--- config.mk ---
export PLATFORM = sky130hd
export DESIGN_NAME = cfs_supervisor
export DESIGN_NICKNAME = d
export VERILOG_FILES = /design/src/cfs_pkg.sv /design/src/cfs_supervisor.sv
export SDC_FILE = /design/constraint.sdc
export NUM_CORES = 1
export LEC_CHECK = 0
export ABC_AREA = 1
export CELL_PAD_IN_SITES_DETAIL_PLACEMENT = 1
export CELL_PAD_IN_SITES_GLOBAL_PLACEMENT = 2
export CORE_MARGIN = 8
export CORE_UTILIZATION = 23
export CTS_CLUSTER_SIZE = 16
export DETAILED_ROUTE_END_ITERATION = 12
export DONT_BUFFER_PORTS = 1
export PLACE_DENSITY = 0.52
export SLEW_MARGIN = 20
export SYNTH_ARGS = -nofsm -noshare
export SYNTH_HDL_FRONTEND = slang
export SYNTH_SLANG_ARGS = --single-unit
--- constraint.sdc ---
create_clock -name i_clk -period 13.3 [get_ports i_clk]
set_clock_uncertainty 0.2 [all_clocks]
set_input_delay 0.665 -clock i_clk [delete_from_list [all_inputs] [get_ports i_clk]]
set_output_delay 0.665 -clock i_clk [all_outputs]
set_load 0.02 [all_outputs]
--- src/cfs_pkg.sv ---
package cfs_pkg;
   // ****************************************
   // Register map
   // ****************************************
   localparam int ADDR_W = 16;
   localparam int DATA_W = 32;
   localparam logic [ADDR_W-1:0] ADDR_CTRL = 16'h0000;
   localparam logic [ADDR_W-1:0] ADDR_CTS_TIME = 16'h0004;
   localparam logic [ADDR_W-1:0] ADDR_LONG_TIMEOUT_PERIOD = 16'h0008;
   localparam logic [ADDR_W-1:0] ADDR_SUMMARY = 16'h000C;
   localparam logic [ADDR_W-1:0] ADDR_L2 = 16'h0010;
   localparam logic [ADDR_W-1:0] ADDR_MASK = 16'h0014;
   localparam logic [ADDR_W-1:0] ADDR_RESET = 16'h0018;
   localparam logic [ADDR_W-1:0] ADDR_UNLOCK = 16'h001C;
   localparam logic [ADDR_W-1:0] ADDR_DBG_CTRL = 16'h0020;
   localparam logic [ADDR_W-1:0] ADDR_DBG_STAT = 16'h0024;
   localparam logic [ADDR_W-1:0] ADDR_TIMER_STAT = 16'h0028;
   // Low level fault block, index 0x2301..0x2307 at byte address 4*index
   localparam logic [ADDR_W-1:0] IDX_L3_FIRST = 16'h2301;
   localparam int N_L3 = 7;
   // ****************************************
   // Fields
   // ****************************************
   localparam int N_GRP = 4;
   localparam int N_L2 = 8;
   localparam int L3_W = 8;
   localparam int CTRL_ALERT_OUT_PIN_EN = 0;
   localparam int CTRL_CTL_ACT = 1;
   localparam int CTRL_CTS_EN = 2;
   localparam int CTRL_CTL_EN = 3;
   localparam int CTRL_SLEEP_REQ = 4;
   localparam int CTRL_WAKE_REQ = 5;
   localparam int CTRL_RST = 32'h0000_0000;
   localparam logic [7:0] UNLOCK_KEY = 8'hA5;
   localparam logic [7:0] DBG_CTRL_RST = 8'h3C;
   localparam int TMR_W = 32;
   localparam logic [TMR_W-1:0] CTS_RST = 32'h0000_0FA0;
   localparam logic [TMR_W-1:0] CTL_RST = 32'h0009_C400;
   // Group of each second level bit; each group owns two bits
   localparam logic [N_L2*2-1:0] L2_GRP = 16'hFA50;
   // Which third level register feeds each second level bit
   localparam logic [N_L2*3-1:0] L2_SRC = 24'h0000_0000;
   localparam int SUM_COMM = 0;
   localparam int SUM_PWR = 1;
   typedef enum logic [1:0] {
      CFS_ACTIVE = 2'b00,
      CFS_SLEEP = 2'b01,
      CFS_SHUTDOWN = 2'b10
   } cfs_mode_e;
endpackage : cfs_pkg

--- src/cfs_supervisor.sv ---
`timescale 1ns/1ps
// How it works
// Host broadcasts 0x01 to stack register 0x309 to enable addressing.
// Host broadcasts addresses 0..3 to 0x306; bridge takes zero.
// Host broadcasts 0x02 to 0x308 marking chain devices as stack.
// Host writes 0x03 to 0x308 of the top device only.
// Host sends eight sync writes 0x343..0x34A, then eight reads.
// Host reads back addresses, then expects 0x14 from bridge 0x2001.
// Host sets direction select first for reverse bring-up.
// Host broadcasts 0x80, 0x02, 0x81 in reverse to flip stack.
// Reverse addresses go to 0x307 and are verified there.
// Direction change on live system skips only the wake step.
// In active, short timer flags fault, long timer changes mode.
// Timers count time without a valid host or chain frame.
// Shutdown clears timers; sleep freezes their counts.
// Every valid frame restarts both timers; the code restarts them in active only, a frame in sleep leaves the counts held.
// Software keeps the short timeout below the long one.
// Unlock register gates debug mode and its baud/port controls.
// Debug communication status is readable always.
// Low level fault bits live at index 0x2301..0x2307.
// Summary bit is OR of unmasked second level bits of group.
// Second level bit is OR of its third level bits; bit 7 has none and ORs i_l2_direct[3] with the short timeout flag.
// Fault bits stay latched until group reset is written.
// Group reset clears only bits whose condition is gone.
// Mask stops a group from reaching the summary only.
// Masked groups never assert the alert pin.
// Enabled driver pulls alert pin low on unmasked fault.
module cfs_supervisor
   import cfs_pkg::*;
(
   input wire logic i_clk,
   input wire logic i_rst_n,
   input wire logic [ADDR_W-1:0] i_addr,
   input wire logic [DATA_W-1:0] i_wdata,
   input wire logic i_wr,
   input wire logic i_rd,
   output logic [DATA_W-1:0] o_rdata,
   input wire logic i_host_frame_ok,
   input wire logic i_chain_frame_ok,
   input wire logic [N_L3*L3_W-1:0] i_l3_cond,
   input wire logic [N_GRP-1:0] i_l2_direct,
   input wire logic [7:0] i_dbg_status,
   output logic [1:0] o_mode,
   output logic o_debug_on,
   output logic [7:0] o_debug_ctrl,
   output logic o_short_timeout,
   output logic o_alert_out_pin_o,
   output logic o_alert_out_pin_oe
);
   // ****************************************
   // Reset release
   // ****************************************
   logic rst_meta_r;
   logic rst_sync_r;
   always_ff @(posedge i_clk or negedge i_rst_n) begin
      if (!i_rst_n) begin
         rst_meta_r <= 1'b0;
         rst_sync_r <= 1'b0;
      end else begin
         rst_meta_r <= 1'b1;
         rst_sync_r <= rst_meta_r;
      end
   end
   wire logic rst_n = rst_sync_r;

   // ****************************************
   // Register writes
   // ****************************************
   logic [DATA_W-1:0] ctrl_r;
   logic [TMR_W-1:0] cts_time_r;
   logic [TMR_W-1:0] long_timeout_period_r;
   logic [N_GRP-1:0] mask_r;
   logic debug_on_r;
   logic [7:0] dbg_ctrl_r;
   wire logic wr_ctrl = i_wr && (i_addr == ADDR_CTRL);
   wire logic wr_rst = i_wr && (i_addr == ADDR_RESET);
   wire logic [N_GRP-1:0] grp_clr = wr_rst ? i_wdata[N_GRP-1:0] : '0;
   always_ff @(posedge i_clk or negedge rst_n) begin
      if (!rst_n) begin
         ctrl_r <= CTRL_RST;
         cts_time_r <= CTS_RST;
         long_timeout_period_r <= CTL_RST;
         mask_r <= '0;
      end else if (i_wr) begin
         if (i_addr == ADDR_CTRL) ctrl_r <= i_wdata;
         if (i_addr == ADDR_CTS_TIME) cts_time_r <= i_wdata;
         if (i_addr == ADDR_LONG_TIMEOUT_PERIOD) long_timeout_period_r <= i_wdata;
         if (i_addr == ADDR_MASK) mask_r <= i_wdata[N_GRP-1:0];
      end
   end

   // Debug controls move only while unlocked
   always_ff @(posedge i_clk or negedge rst_n) begin
      if (!rst_n) begin
         debug_on_r <= 1'b0;
         dbg_ctrl_r <= DBG_CTRL_RST;
      end else if (i_wr) begin
         if (i_addr == ADDR_UNLOCK)
            debug_on_r <= (i_wdata[7:0] == UNLOCK_KEY);
         if (i_addr == ADDR_DBG_CTRL && debug_on_r)
            dbg_ctrl_r <= i_wdata[7:0];
      end
   end

   // ****************************************
   // Power mode and timeout timers
   // ****************************************
   cfs_mode_e mode_r;
   logic [TMR_W-1:0] cts_cnt_r;
   logic [TMR_W-1:0] ctl_cnt_r;
   logic cts_flag_r;
   wire logic frame_ok = i_host_frame_ok || i_chain_frame_ok;
   wire logic cts_hit = ctrl_r[CTRL_CTS_EN] && (cts_cnt_r >= cts_time_r);
   wire logic ctl_hit = ctrl_r[CTRL_CTL_EN] && (ctl_cnt_r >= long_timeout_period_r);

   always_ff @(posedge i_clk or negedge rst_n) begin
      if (!rst_n) begin
         mode_r <= CFS_ACTIVE;
      end else begin
         case (mode_r)
            CFS_ACTIVE: begin
               if (ctl_hit && !frame_ok)
                  mode_r <= ctrl_r[CTRL_CTL_ACT] ? CFS_SHUTDOWN
                                                  : CFS_SLEEP;
            end
            CFS_SLEEP: begin
               if (wr_ctrl && i_wdata[CTRL_WAKE_REQ]) mode_r <= CFS_ACTIVE;
            end
            CFS_SHUTDOWN: begin
               if (wr_ctrl && i_wdata[CTRL_WAKE_REQ]) mode_r <= CFS_ACTIVE;
            end
            default: mode_r <= CFS_ACTIVE;
         endcase
      end
   end

   // Counters saturate so a missed hit cannot wrap into silence
   always_ff @(posedge i_clk or negedge rst_n) begin
      if (!rst_n) begin
         cts_cnt_r <= '0;
         ctl_cnt_r <= '0;
      end else if (mode_r == CFS_SHUTDOWN) begin
         cts_cnt_r <= '0;
         ctl_cnt_r <= '0;
      end else if (mode_r == CFS_ACTIVE) begin
         if (frame_ok) begin
            cts_cnt_r <= '0;
            ctl_cnt_r <= '0;
         end else begin
            if (!(&cts_cnt_r)) cts_cnt_r <= cts_cnt_r + 1'b1;
            if (!(&ctl_cnt_r)) ctl_cnt_r <= ctl_cnt_r + 1'b1;
         end
      end
   end

   always_ff @(posedge i_clk or negedge rst_n) begin
      if (!rst_n) begin
         cts_flag_r <= 1'b0;
      end else if (mode_r == CFS_ACTIVE && cts_hit && !frame_ok) begin
         cts_flag_r <= 1'b1;
      end else if (grp_clr[SUM_COMM]) begin
         cts_flag_r <= 1'b0;
      end
   end

   // ****************************************
   // Fault hierarchy
   // ****************************************
   logic [N_L3*L3_W-1:0] l3_meta_r;
   logic [N_L3*L3_W-1:0] l3_cond_r;
   logic [N_L3*L3_W-1:0] l3_r;
   logic [N_L2-1:0] l2_r;
   logic [N_L2-1:0] l2_cond;
   logic [N_GRP-1:0] summary;
   always_ff @(posedge i_clk or negedge rst_n) begin
      if (!rst_n) begin
         l3_meta_r <= '0;
         l3_cond_r <= '0;
      end else begin
         l3_meta_r <= i_l3_cond;
         l3_cond_r <= l3_meta_r;
      end
   end

   genvar gi;
   generate
      for (gi = 0; gi < N_L3 * L3_W; gi++) begin : g_l3
         localparam int G = int'(L2_GRP[2*(gi/L3_W)%(2*N_L2) +: 2]);
         always_ff @(posedge i_clk or negedge rst_n) begin
            if (!rst_n) l3_r[gi] <= 1'b0;
            else if (l3_cond_r[gi]) l3_r[gi] <= 1'b1;
            else if (grp_clr[G]) l3_r[gi] <= 1'b0;
         end
      end
      for (gi = 0; gi < N_L2; gi++) begin : g_l2
         localparam int G = int'(L2_GRP[2*gi +: 2]);
         localparam int S = gi % N_L3;
         // Next-state OR, so one reset write clears both levels
         assign l2_cond[gi] = (gi < N_L3)
            ? |(l3_cond_r[S*L3_W +: L3_W]
               | (l3_r[S*L3_W +: L3_W] & ~{L3_W{grp_clr[G]}}))
            : (i_l2_direct[G] | cts_flag_r);
         always_ff @(posedge i_clk or negedge rst_n) begin
            if (!rst_n) l2_r[gi] <= 1'b0;
            else if (l2_cond[gi]) l2_r[gi] <= 1'b1;
            else if (grp_clr[G]) l2_r[gi] <= 1'b0;
         end
      end
      for (gi = 0; gi < N_GRP; gi++) begin : g_sum
         always_comb begin
            summary[gi] = 1'b0;
            for (int k = 0; k < N_L2; k++) begin
               if (int'(L2_GRP[2*k +: 2]) == gi)
                  summary[gi] = summary[gi] | l2_r[k];
            end
            summary[gi] = summary[gi] & ~mask_r[gi];
         end
      end
   endgenerate

   // ****************************************
   // Alert pin
   // ****************************************
   // Open drain: output is always low, only enable moves
   logic alert_r;
   always_ff @(posedge i_clk or negedge rst_n) begin
      if (!rst_n) alert_r <= 1'b0;
      else alert_r <= ctrl_r[CTRL_ALERT_OUT_PIN_EN] && (|summary);
   end
   assign o_alert_out_pin_o = 1'b0;
   assign o_alert_out_pin_oe = alert_r;

   // ****************************************
   // Read port
   // ****************************************
   logic [ADDR_W-1:0] l3_idx;
   logic [ADDR_W-1:0] l3_off;
   always_comb begin
      l3_idx = {2'b00, i_addr[ADDR_W-1:2]};
      l3_off = l3_idx - IDX_L3_FIRST;
   end
   always_ff @(posedge i_clk or negedge rst_n) begin
      if (!rst_n) begin
         o_rdata <= '0;
      end else if (i_rd) begin
         o_rdata <= '0;
         case (i_addr)
            ADDR_CTRL: o_rdata <= ctrl_r;
            ADDR_CTS_TIME: o_rdata <= cts_time_r;
            ADDR_LONG_TIMEOUT_PERIOD: o_rdata <= long_timeout_period_r;
            ADDR_SUMMARY: o_rdata <= {28'h000_0000, summary};
            ADDR_L2: o_rdata <= {24'h00_0000, l2_r};
            ADDR_MASK: o_rdata <= {28'h000_0000, mask_r};
            ADDR_UNLOCK: o_rdata <= {31'h0000_0000, debug_on_r};
            ADDR_DBG_CTRL: o_rdata <= {24'h00_0000, dbg_ctrl_r};
            ADDR_DBG_STAT: o_rdata <= {24'h00_0000, i_dbg_status};
            ADDR_TIMER_STAT:
               o_rdata <= {29'h0000_0000, cts_flag_r, mode_r};
            default: begin
               if (i_addr[1:0] == 2'b00 && l3_idx >= IDX_L3_FIRST
                   && l3_off < 16'(N_L3))
                  o_rdata <= {24'h00_0000,
                              l3_r[l3_off[2:0]*L3_W +: L3_W]};
            end
         endcase
      end
   end

   assign o_mode = mode_r;
   assign o_debug_on = debug_on_r;
   assign o_debug_ctrl = dbg_ctrl_r;
   assign o_short_timeout = cts_flag_r;
endmodule : cfs_supervisor

* Yosys cells after proc, flatten, opt, wreduce, memory -nomap -nowiden
Cells that the tools add are included.
Word-level totals: bits in registers 387, latch bits 0, bits in writable memories 0, memory bits (read-only) 0, input bits 122, memories 0
Cells by class: add/subtract/negate cells 3, multiply operators 0, div/mod/pow operators 0, magnitude comparators 4, equality and inequality tests 17, shift operators 1, multiplexer cells 84, bitwise operators 31, reductions and logical operators 103
Operators by type and width (number):
- 32-bit case mux with 10 select lines | 1
- 32-bit two-way mux | 8
- 2-bit nonzero test | 66
- 1-bit two-way mux | 69
- 32-bit by 1-bit adder with 32-bit output, second input constant | 2
- 16-bit by 5-bit equality test with 1-bit output, second input constant | 4
- 32-bit greater-or-equal comparator | 2
- 32-bit AND reduction | 2
- 8-bit bitwise AND | 7
- 8-bit OR | 7
- 8-bit OR reduction | 7
- 56-bit by 7-bit indexed part select with 8-bit output | 1
- 16-bit by 6-bit equality test with 1-bit output, second input constant | 3
- 16-bit by 4-bit equality test with 1-bit output, second input constant | 2
- 8-bit inverter | 4
- 2-bit AND reduction | 9
- 16-bit by 3-bit equality test with 1-bit output, second input constant | 1
- 16-bit zero test | 1
- 16-bit by 3-bit < comparator with 1-bit output, second input constant | 1
- 14-bit by 14-bit subtractor with 15-bit output, second input constant | 1
- 14-bit greater-or-equal comparator, second input constant | 1
- 1-bit logical AND | 12
- 8-bit equality test, second input constant | 1
- 8-bit two-way mux | 1
- 16 further kinds | 30

* Longest topological paths before layout
Gate-level depths: netlist (run 1).
depth in word-level cells 8, depth in mapped cells 18

* Least setup slack after synthesis (run 1)
OpenSTA, ideal clock, no wires.
kind input to register, start point input port i_addr[2], end point register ctrl_r[31], arrival time 2.517 ns, required time 12.970 ns, slack 10.452 ns, stages 13, path buffers 4, cell sequence clkbuf_1 inv_1 clkbuf_1 ha_1 inv_1 nor2_1 nand3_4 nor2_4 inv_2 buf_2 buf_2 nand2_1 o21ai_0
Between the ends: cells in the longest elaborated chain, start to end 2
RTL lines:
- start: declaration | line cfs_supervisor.sv:33 | input wire logic [ADDR_W-1:0] i_addr,
- 16-bit zero test | line cfs_supervisor.sv:85 | if (i_addr == ADDR_CTRL) ctrl_r <= i_wdata;
- 2-bit AND reduction (no line)
- end signal: assignment | line cfs_supervisor.sv:85
- end: declaration | line cfs_supervisor.sv:69 | logic [DATA_W-1:0] ctrl_r;
No other way between the ends. A chain may end at the register's enable or synchronous reset.

* Worst setup path in the final report (run 1)
start point register mode_r[0] (netlist: o_mode[0]), end point register cts_cnt_r[24]
Between the ends: cells in the longest elaborated chain, start to end 3
RTL lines:
- start: declaration | line cfs_supervisor.sv:108 | cfs_mode_e mode_r;
- start signal: assignment | line cfs_supervisor.sv:123 | mode_r <= ctrl_r[CTRL_CTL_ACT] ? CFS_SHUTDOWN
- 2-bit equality test or 2-bit zero test (tied branches) | line cfs_supervisor.sv:142, cfs_supervisor.sv:145
- 3-bit != test (no line) or 2-bit nonzero test (tied branches)
- 2-bit AND reduction (no line)
- end signal: assignment | line cfs_supervisor.sv:150 | if (!(&cts_cnt_r)) cts_cnt_r <= cts_cnt_r + 1'b1;
- end: declaration | line cfs_supervisor.sv:109 | logic [TMR_W-1:0] cts_cnt_r;
Parallel ways exist; a longest one is shown, timed or not.

==> flow_summary_export.csv, run 1 <==
group,metric,value,unit
global_route,grt_pass1_vias,15800,
sta,period_minus_slack,3.824,ns
clocking,cts-resized-gates,0,
yosys,yosys-top-cells-area,"dfrtp_1 (51%), nand2_1 (9.6%), o21ai_0 (6.4%), inv_1 (5.6%), ha_1 (5.0%)",
yosys,syn_area_per_cell,8.619,sq um
power,peakVddDrop,98.79,uV
yosys,synth.yosys.seq_area_share,53.08,%
clocking,clockRootBuffer,"clkbuf_16",
sta,setup_violations,0,
detailed_routing,wl_per_cell,20.57,um
critical_path,worstRegToRegCells,9,
yosys,synth-seq-cells,387,
critical_path,regToRegEndpoint,"cts_cnt_r[24]$_DFFE_PN0P_",
worst_hold_path,hold_start,"i_rd",
yosys,synth_xor_area_share,1.102,%
power,p_leak,9.555,nW
power,swShare,26.15,%
detailed_routing,vias,14610,
layout,layout-drive-gt1-share,6.472,%
worst_hold_path,min_to,"o_rdata[0]$_DFFE_PN0P_",
sta,period_share,28.76,%
yosys,syn-cell-area,18280,sq um
global_route,grt_max_degree,138,
yosys,synth_top_area_share,50.92,%
floorplanning,initial_utilization,23.18,%
floorplanning,num_io_pins,168,
detailed_routing,drc,0,
sta,fmax,0.2615,GHz
clocking,clk_latency,0.59,ns
global_route,grt-ovfl-total,0,
placed_design,gp_congestion,0.7982,
sta,fin_setup_tns,0,ns
yosys,syn-num-nets,2316,
floorplanning,num_rows,103,
power,p_switching,0.0007200,W
critical_path,endpoint_kind,"flip-flop",
critical_path,crit_required,13.55,ns
detailed_routing,first_pass_iters,4,
yosys,synth_cell_types,50,
clocking,htreeDepth,2,
detailed_routing,postRouteAntennaNets,0,
floorplanning,chipHeight,297.9,um
worst_hold_path,min_path_cells,2,
clocking,cts_inserted_buffers,47,
worst_hold_path,hp-class,"in2reg",
power,pwr-share-clk,47.4,%
critical_path,reg2reg_slack,9.48,ns
power,intPower,0.002033,W
yosys,synth_warnings,0,
layout,fin_nets,2383,
yosys,synth-compound-area-share,12.85,%
yosys,synth_top_family_by_area,"simple AND/OR/NAND/NOR gates",
floorplanning,dieWidth,297.9,um
critical_path,arrival,4.07,ns
run,maxCapViolCount,0,
power,combPwrFrac,8.0,%
clocking,cts_tree,"built",
yosys,synthCells,2121,
clocking,clock_sinks,387,
sta,slew_viol_final,0,
placed_design,hpwl,50.47,mm
layout,stdcell_area,21650,sq um
layout,area_delta_synth_final,18.42,%
global_route,antenna_found_initial,2,
critical_path,crit_type,"reg2reg",
layout,final_cell_mix,"nand2_1 (468), dfrtp_1 (371), inv_1 (273)",
power,power.density,127.2,nW/um^2
layout,layout_commonest_cell,"nand2_1",
sta,worst_pin_slew,0.9983,ns
run_status,outcome,"finished, final reports clean",
floorplanning,core,78870,sq um
detailed_routing,drt_wl_total,67.40,mm
sta,finalHoldViolCount,0,
critical_path,start_kind,"flip-flop",
critical_path,critPathMaxFanout,23,
clocking,postCtsSetupBuffers,0,
yosys,synthMuxAreaShare,0,%
sta,relSlewSlack,33.37,%
detailed_routing,drtIter0Drc,666,
yosys,yosys.area_share.simple,20.42,%
floorplanning,fp.dieArea,88760,sq um
placed_design,dpl_cell_area,19400,sq um
global_route,grt_first_pass_wirelength,103.2,mm
yosys,yosys.area_share.adder,4.997,%
sta,rsz0062_at_grt,"false",
critical_path,rr_startpoint,"o_mode[0]$_DFFE_PN0P_",
clocking,path_clk_slew,0.06,ns
yosys,yosys.area.top_type,"dfrtp_1",
placed_design,portBuffers,0,
global_route,grt_usage,15.03,%
detailed_routing,routed_via_density,4.459,
clocking,clock_path_buffers,3,
power,pwr-share-seq,44.5,%
## how the worst max path moves through the flow
stage                     startpoint                         to  slack, ns  cells after the start
2_1_floorplan        rst_n$_DFF_PN0_   ctl_cnt_r[0]$_DFFE_PN0P_       1.54                      0
3_3_place_gp               i_addr[2]      ctrl_r[7]$_DFFE_PN0P_       9.11                      9
3_5_place_dp               i_addr[2]      ctrl_r[0]$_DFFE_PN0P_       9.02                      8
4_1_cts        o_mode[0]$_DFFE_PN0P_  cts_cnt_r[24]$_DFFE_PN0P_       9.30                      9
5_1_grt        o_mode[0]$_DFFE_PN0P_  cts_cnt_r[28]$_DFFE_PN0P_       9.14                     10
6_report       o_mode[0]$_DFFE_PN0P_  cts_cnt_r[24]$_DFFE_PN0P_       9.48                      9
## power groups by stage
stage	registers (W)	logic, W	clock network [W]
final	0.00123	0.000221	0.00131
after global routing	0.00123	0.000249	0.00140
after CTS	0.00123	0.000228	0.00136
after detailed placement	0.00125	0.000210	0
after global placement	0.00125	0.000207	0
after floorplan	0.00125	0.000128	0
## registers in the layout, indices dropped and copies added (netlist names)
register and count:
long_timeout_period_r 32, o_debug_on 1, o_debug_ctrl 8, cts_cnt_r 32, ctrl_r 32, l3_r 56, l2_r 8, l3_meta_r 56
o_short_timeout 1, mask_r 4, o_rdata 32, o_mode 2, o_alert_out_pin_oe 1, l3_cond_r 56, rst_n 1, rst_meta_r 1
cts_time_r 32, ctl_cnt_r 32
## through the flow
| stage | setup WS, ns | instances | total power [W] | hold WS, ns | utilization (%) |
|---|---|---|---|---|---|
| floorplan | 1.541 | 2121 | 0.001381 | 0.1312 | - |
| global placement | 9.111 | 3120 | 0.001455 | 0.1322 | 24.60 |
| detailed placement | 9.022 | 3120 | 0.001459 | 0.1364 | 24.60 |
| CTS | 9.301 | 3275 | 0.002818 | 0.0008145 | 27.44 |
| global route | 9.143 | 3276 | 0.002876 | 0.03331 | 27.45 |
| finish | 9.476 | 3276 | 0.002753 | 0.04167 | 27.45 |
## metal layers
metal / vias to the layer above / track usage, % / part of all wire [%]
met1: 7273 / 19.89 / 46
met4: 2 / 2.925 / 1.6
met3: 68 / 2.219 / 3.1
li1: 7051 / - / -
met2: 213 / 25.99 / 49
met5: - / 0 / 0.019
## logic make-up after synthesis
| family | after synthesis |
|---|---|
| other | 2 |
| AND/OR/NAND/NOR | 855 |
| buffers and inverters | 347 |
| adder cells (fa/ha/maj) | 73 |
| flip-flops | 387 |
| AO/OA/AOI/OAI | 434 |
| XOR/XNOR | 23 |
## cells in the mapped netlist, drive strengths merged
library cell	instances
xnor2	4
clkinv	1
buf	27
or2	2
o22ai	26
o41a	1
ha	73
o211ai	3
nor3b	8
or3	1
xor2	19
nor4	9
nor3	53
clkbuf	38
nor2	179
conb	2
o21bai	20
a21o	16
a31oi	6
dfrtp	372
and3	5
o21a	5
nand3	82
nand3b	1
nand4	43
a32o	2
o21ai	242
a211oi	2
inv	281
a21oi	111
nand2	472
dfstp	15
## what timing repair did
item	CTS	global route
endpoints found under the hold margin	71	0
endpoints found under the setup margin	0	0
hold buffers	69	0
## area by class of cell
class | count | area [sq um]
antenna | 1 | 2.502
clock buffer | 68 | 1335
clock inverter | 18 | 215.2
fill | 9223 | 57220
inverter | 282 | 1061
multi-input combinational | 1387 | 7204
sequential | 387 | 9707
tap | 1050 | 1314
timing repair buffer | 83 | 808.3
## worst max-delay path, cell delays in order (launching register included)
cell,delay (ns)
dfrtp_1,0.60
inv_1,0.19
ha_1,0.37
inv_1,0.77
nand2_1,0.36
nand2_2,0.47
inv_2,0.30
nand2_1,0.22
nand2_1,0.07
nor3b_1,0.14
Note: power is estimated with default switching activity, not from simulation.
==> run 2, diff against run 1 <==
clock period = 3.6 ns   (was 13.3 ns; I/O delays follow)
==> run 2 against run 1 <==
- setup slack got worse by 9.1 ns
- design area increased by 6.4%
- register-to-register slack lost 8.8 ns
- highest routed layer unchanged
- non-clock buffer count rose by 116
==> flow_summary_export.csv, run 2 (synthesis results as in run 1) <==
group,metric,value,unit
worst_hold_path,hp-class,"in2reg",
power,peakVddDrop,398.3,uV
power,combPwrFrac,9.0,%
detailed_routing,first_pass_iters,5,
critical_path,arrival,3.53,ns
global_route,grt_first_pass_wirelength,106.9,mm
run_status,outcome,"finished, final reports clean",
power,swShare,26.13,%
layout,area_delta_synth_final,26.04,%
sta,finalHoldViolCount,0,
detailed_routing,routed_via_density,4.441,
detailed_routing,wl_per_cell,20.27,um
floorplanning,num_io_pins,168,
detailed_routing,drc,0,
placed_design,place_ws,0.5682,ns
floorplanning,dieWidth,297.9,um
clocking,clock_path_buffers,3,
critical_path,critPathMaxFanout,4,
layout,finalNonFillerCells,3398,
detailed_routing,drtIter0Drc,566,
run,maxCapViolCount,0,
power,pwr-share-seq,42.1,%
critical_path,crit_required,3.94,ns
layout,largest_registers,"l3_cond_r: 56 flops, l3_meta_r: 56 flops, l3_r: 56 flops",
clocking,clock_sinks,387,
sta,setup_ws,0.4039,ns
floorplanning,chipHeight,297.9,um
critical_path,start_kind,"primary input",
floorplanning,num_rows,103,
clocking,cts_tree,"built",
placed_design,portBuffers,0,
clocking,clk_latency,0.60,ns
floorplanning,core,78870,sq um
clocking,path_clk_slew,0.06,ns
sta,slew_viol_final,0,
placed_design,hpwl,51.68,mm
detailed_routing,vias,15090,
detailed_routing,drt_wl_total,68.87,mm
power,intPower,0.007958,W
sta,relSlewSlack,46.71,%
layout,final_core_util,29.21,%
sta,setup_violations,0,
power,finalPower,0.01077,W
power,pwr-share-clk,49.0,%
critical_path,critPathMaxStageDelay,0.59,ns
sta,fmax,0.3129,GHz
power,p_switching,0.002814,W
layout,layout-drive-gt1-share,7.115,%
layout,final_cell_mix,"nand2_1 (468), dfrtp_1 (371), inv_1 (273)",
placed_design,dp.cells,3134,
global_route,grt_pass1_vias,16780,
global_route,grt-ovfl-total,0,
clocking,cts_inserted_buffers,49,
power,p_leak,10.18,nW
critical_path,crit_type,"in2reg",
critical_path,endpoint_kind,"flip-flop",
global_route,antenna_found_initial,1,
detailed_routing,postRouteAntennaNets,0,
critical_path,worstPathCellList,"dlygate4sd3_1 > inv_1 > nand3_1 > o21ai_0 > a21oi_1 > o21ai_0 > dlygate4sd3_1 > nand4_1 > dlygate4sd3_1 > a21oi_1 > dlygate4sd3_1",
layout,layout_commonest_cell,"nand2_1",
sta,period_minus_slack,3.196,ns
global_route,grt_max_degree,67,
sta,period_share,88.78,%
floorplanning,fp.dieArea,88760,sq um
power,power.density,467.5,nW/um^2
global_route,grt_usage,15.44,%
sta,hold_ws,0.03750,ns
critical_path,cpMaxStageDelayCell,"dlygate4sd3_1",
sta,rsz0062_at_grt,"false",
sta,worst_pin_slew,0.7920,ns
clocking,clockRootBuffer,"clkbuf_16",
layout,fin_nets,2501,
floorplanning,initial_utilization,23.18,%
critical_path,cpMostUsedCell,"dlygate4sd3_1",
placed_design,gp_congestion,0.8009,
clocking,htreeDepth,2,
clocking,postCtsSetupBuffers,0,
[run 2: path summary, 6_finish.rpt]
| kind | cells past startpoint | from | to | slack, ns |
|---|---|---|---|---|
| min in group asynchronous | 2 | i_rst_n | rst_n$_DFF_PN0_ | 0.16 |
| setup reg to reg | 10 | o_mode[0]$_DFFE_PN0P_ | ctl_cnt_r[21]$_DFFE_PN0P_ | 0.67 |
| hold reg to reg | 0 | l3_meta_r[14]$_DFF_PN0_ | l3_cond_r[14]$_DFF_PN0_ | 0.14 |
| hold / removal | 7 | i_addr[8] | o_rdata[7]$_DFFE_PN0P_ | 0.04 |
| max in group asynchronous | 1 | rst_n$_DFF_PN0_ | long_timeout_period_r[19]$_DFFE_PN1P_ | 2.14 |
| setup / recovery | 11 | i_addr[4] | o_rdata[3]$_DFFE_PN0P_ | 0.40 |
[run 2: layout make-up]
class	instances	area, sq um
Fill cell	9217	55830
Sequential cell	387	9707
Multi-Input combinational cell	1387	7204
Timing Repair Buffer	199	2009
Clock buffer	67	1374
Tap cell	1050	1314
Inverter	282	1061
Clock inverter	25	369.1
Antenna cell	1	2.502
[run 2: critical path, delay by kind of cell]
family                 cells  cell delay, ns
buffers and inverters      5            2.43
AO/OA/AOI/OAI              4            0.64
AND/OR/NAND/NOR            2            0.28
[run 2: power groups by stage]
stage	Combinational, W	Clock [W]	Sequential, W
final	0.000966	0.00528	0.00453
after global routing	0.00109	0.00564	0.00454
after CTS	0.000994	0.00548	0.00453
after detailed placement	0.000832	0	0.00461
after global placement	0.000816	0	0.00461
after floorplan	0.000473	0	0.00463
[run 2: repair_timing]
item | CTS | global route
hold buffers | 171 | 0
endpoints found under the hold margin | 281 | 0
gates resized for setup | 0 | 0
[run 2: per-stage QoR]
| step | cell area (sq um) | setup TNS [ns] |
|---|---|---|
| floorplan | 18280 | -147.62 |
| global placement | 19580 | 0 |
| detailed placement | 19580 | 0 |
| CTS | 23040 | 0 |
| global route | 23040 | 0 |
| finish | 23040 | 0 |
[run 2: layer usage]
metal  vias up  track usage, %  share of wire, %
met5         -               0             0.019
met4         2           3.236               1.6
met3        70           2.524               3.4
met2       203           27.17                49
met1      7531           19.82                46
li1       7284               -                 -
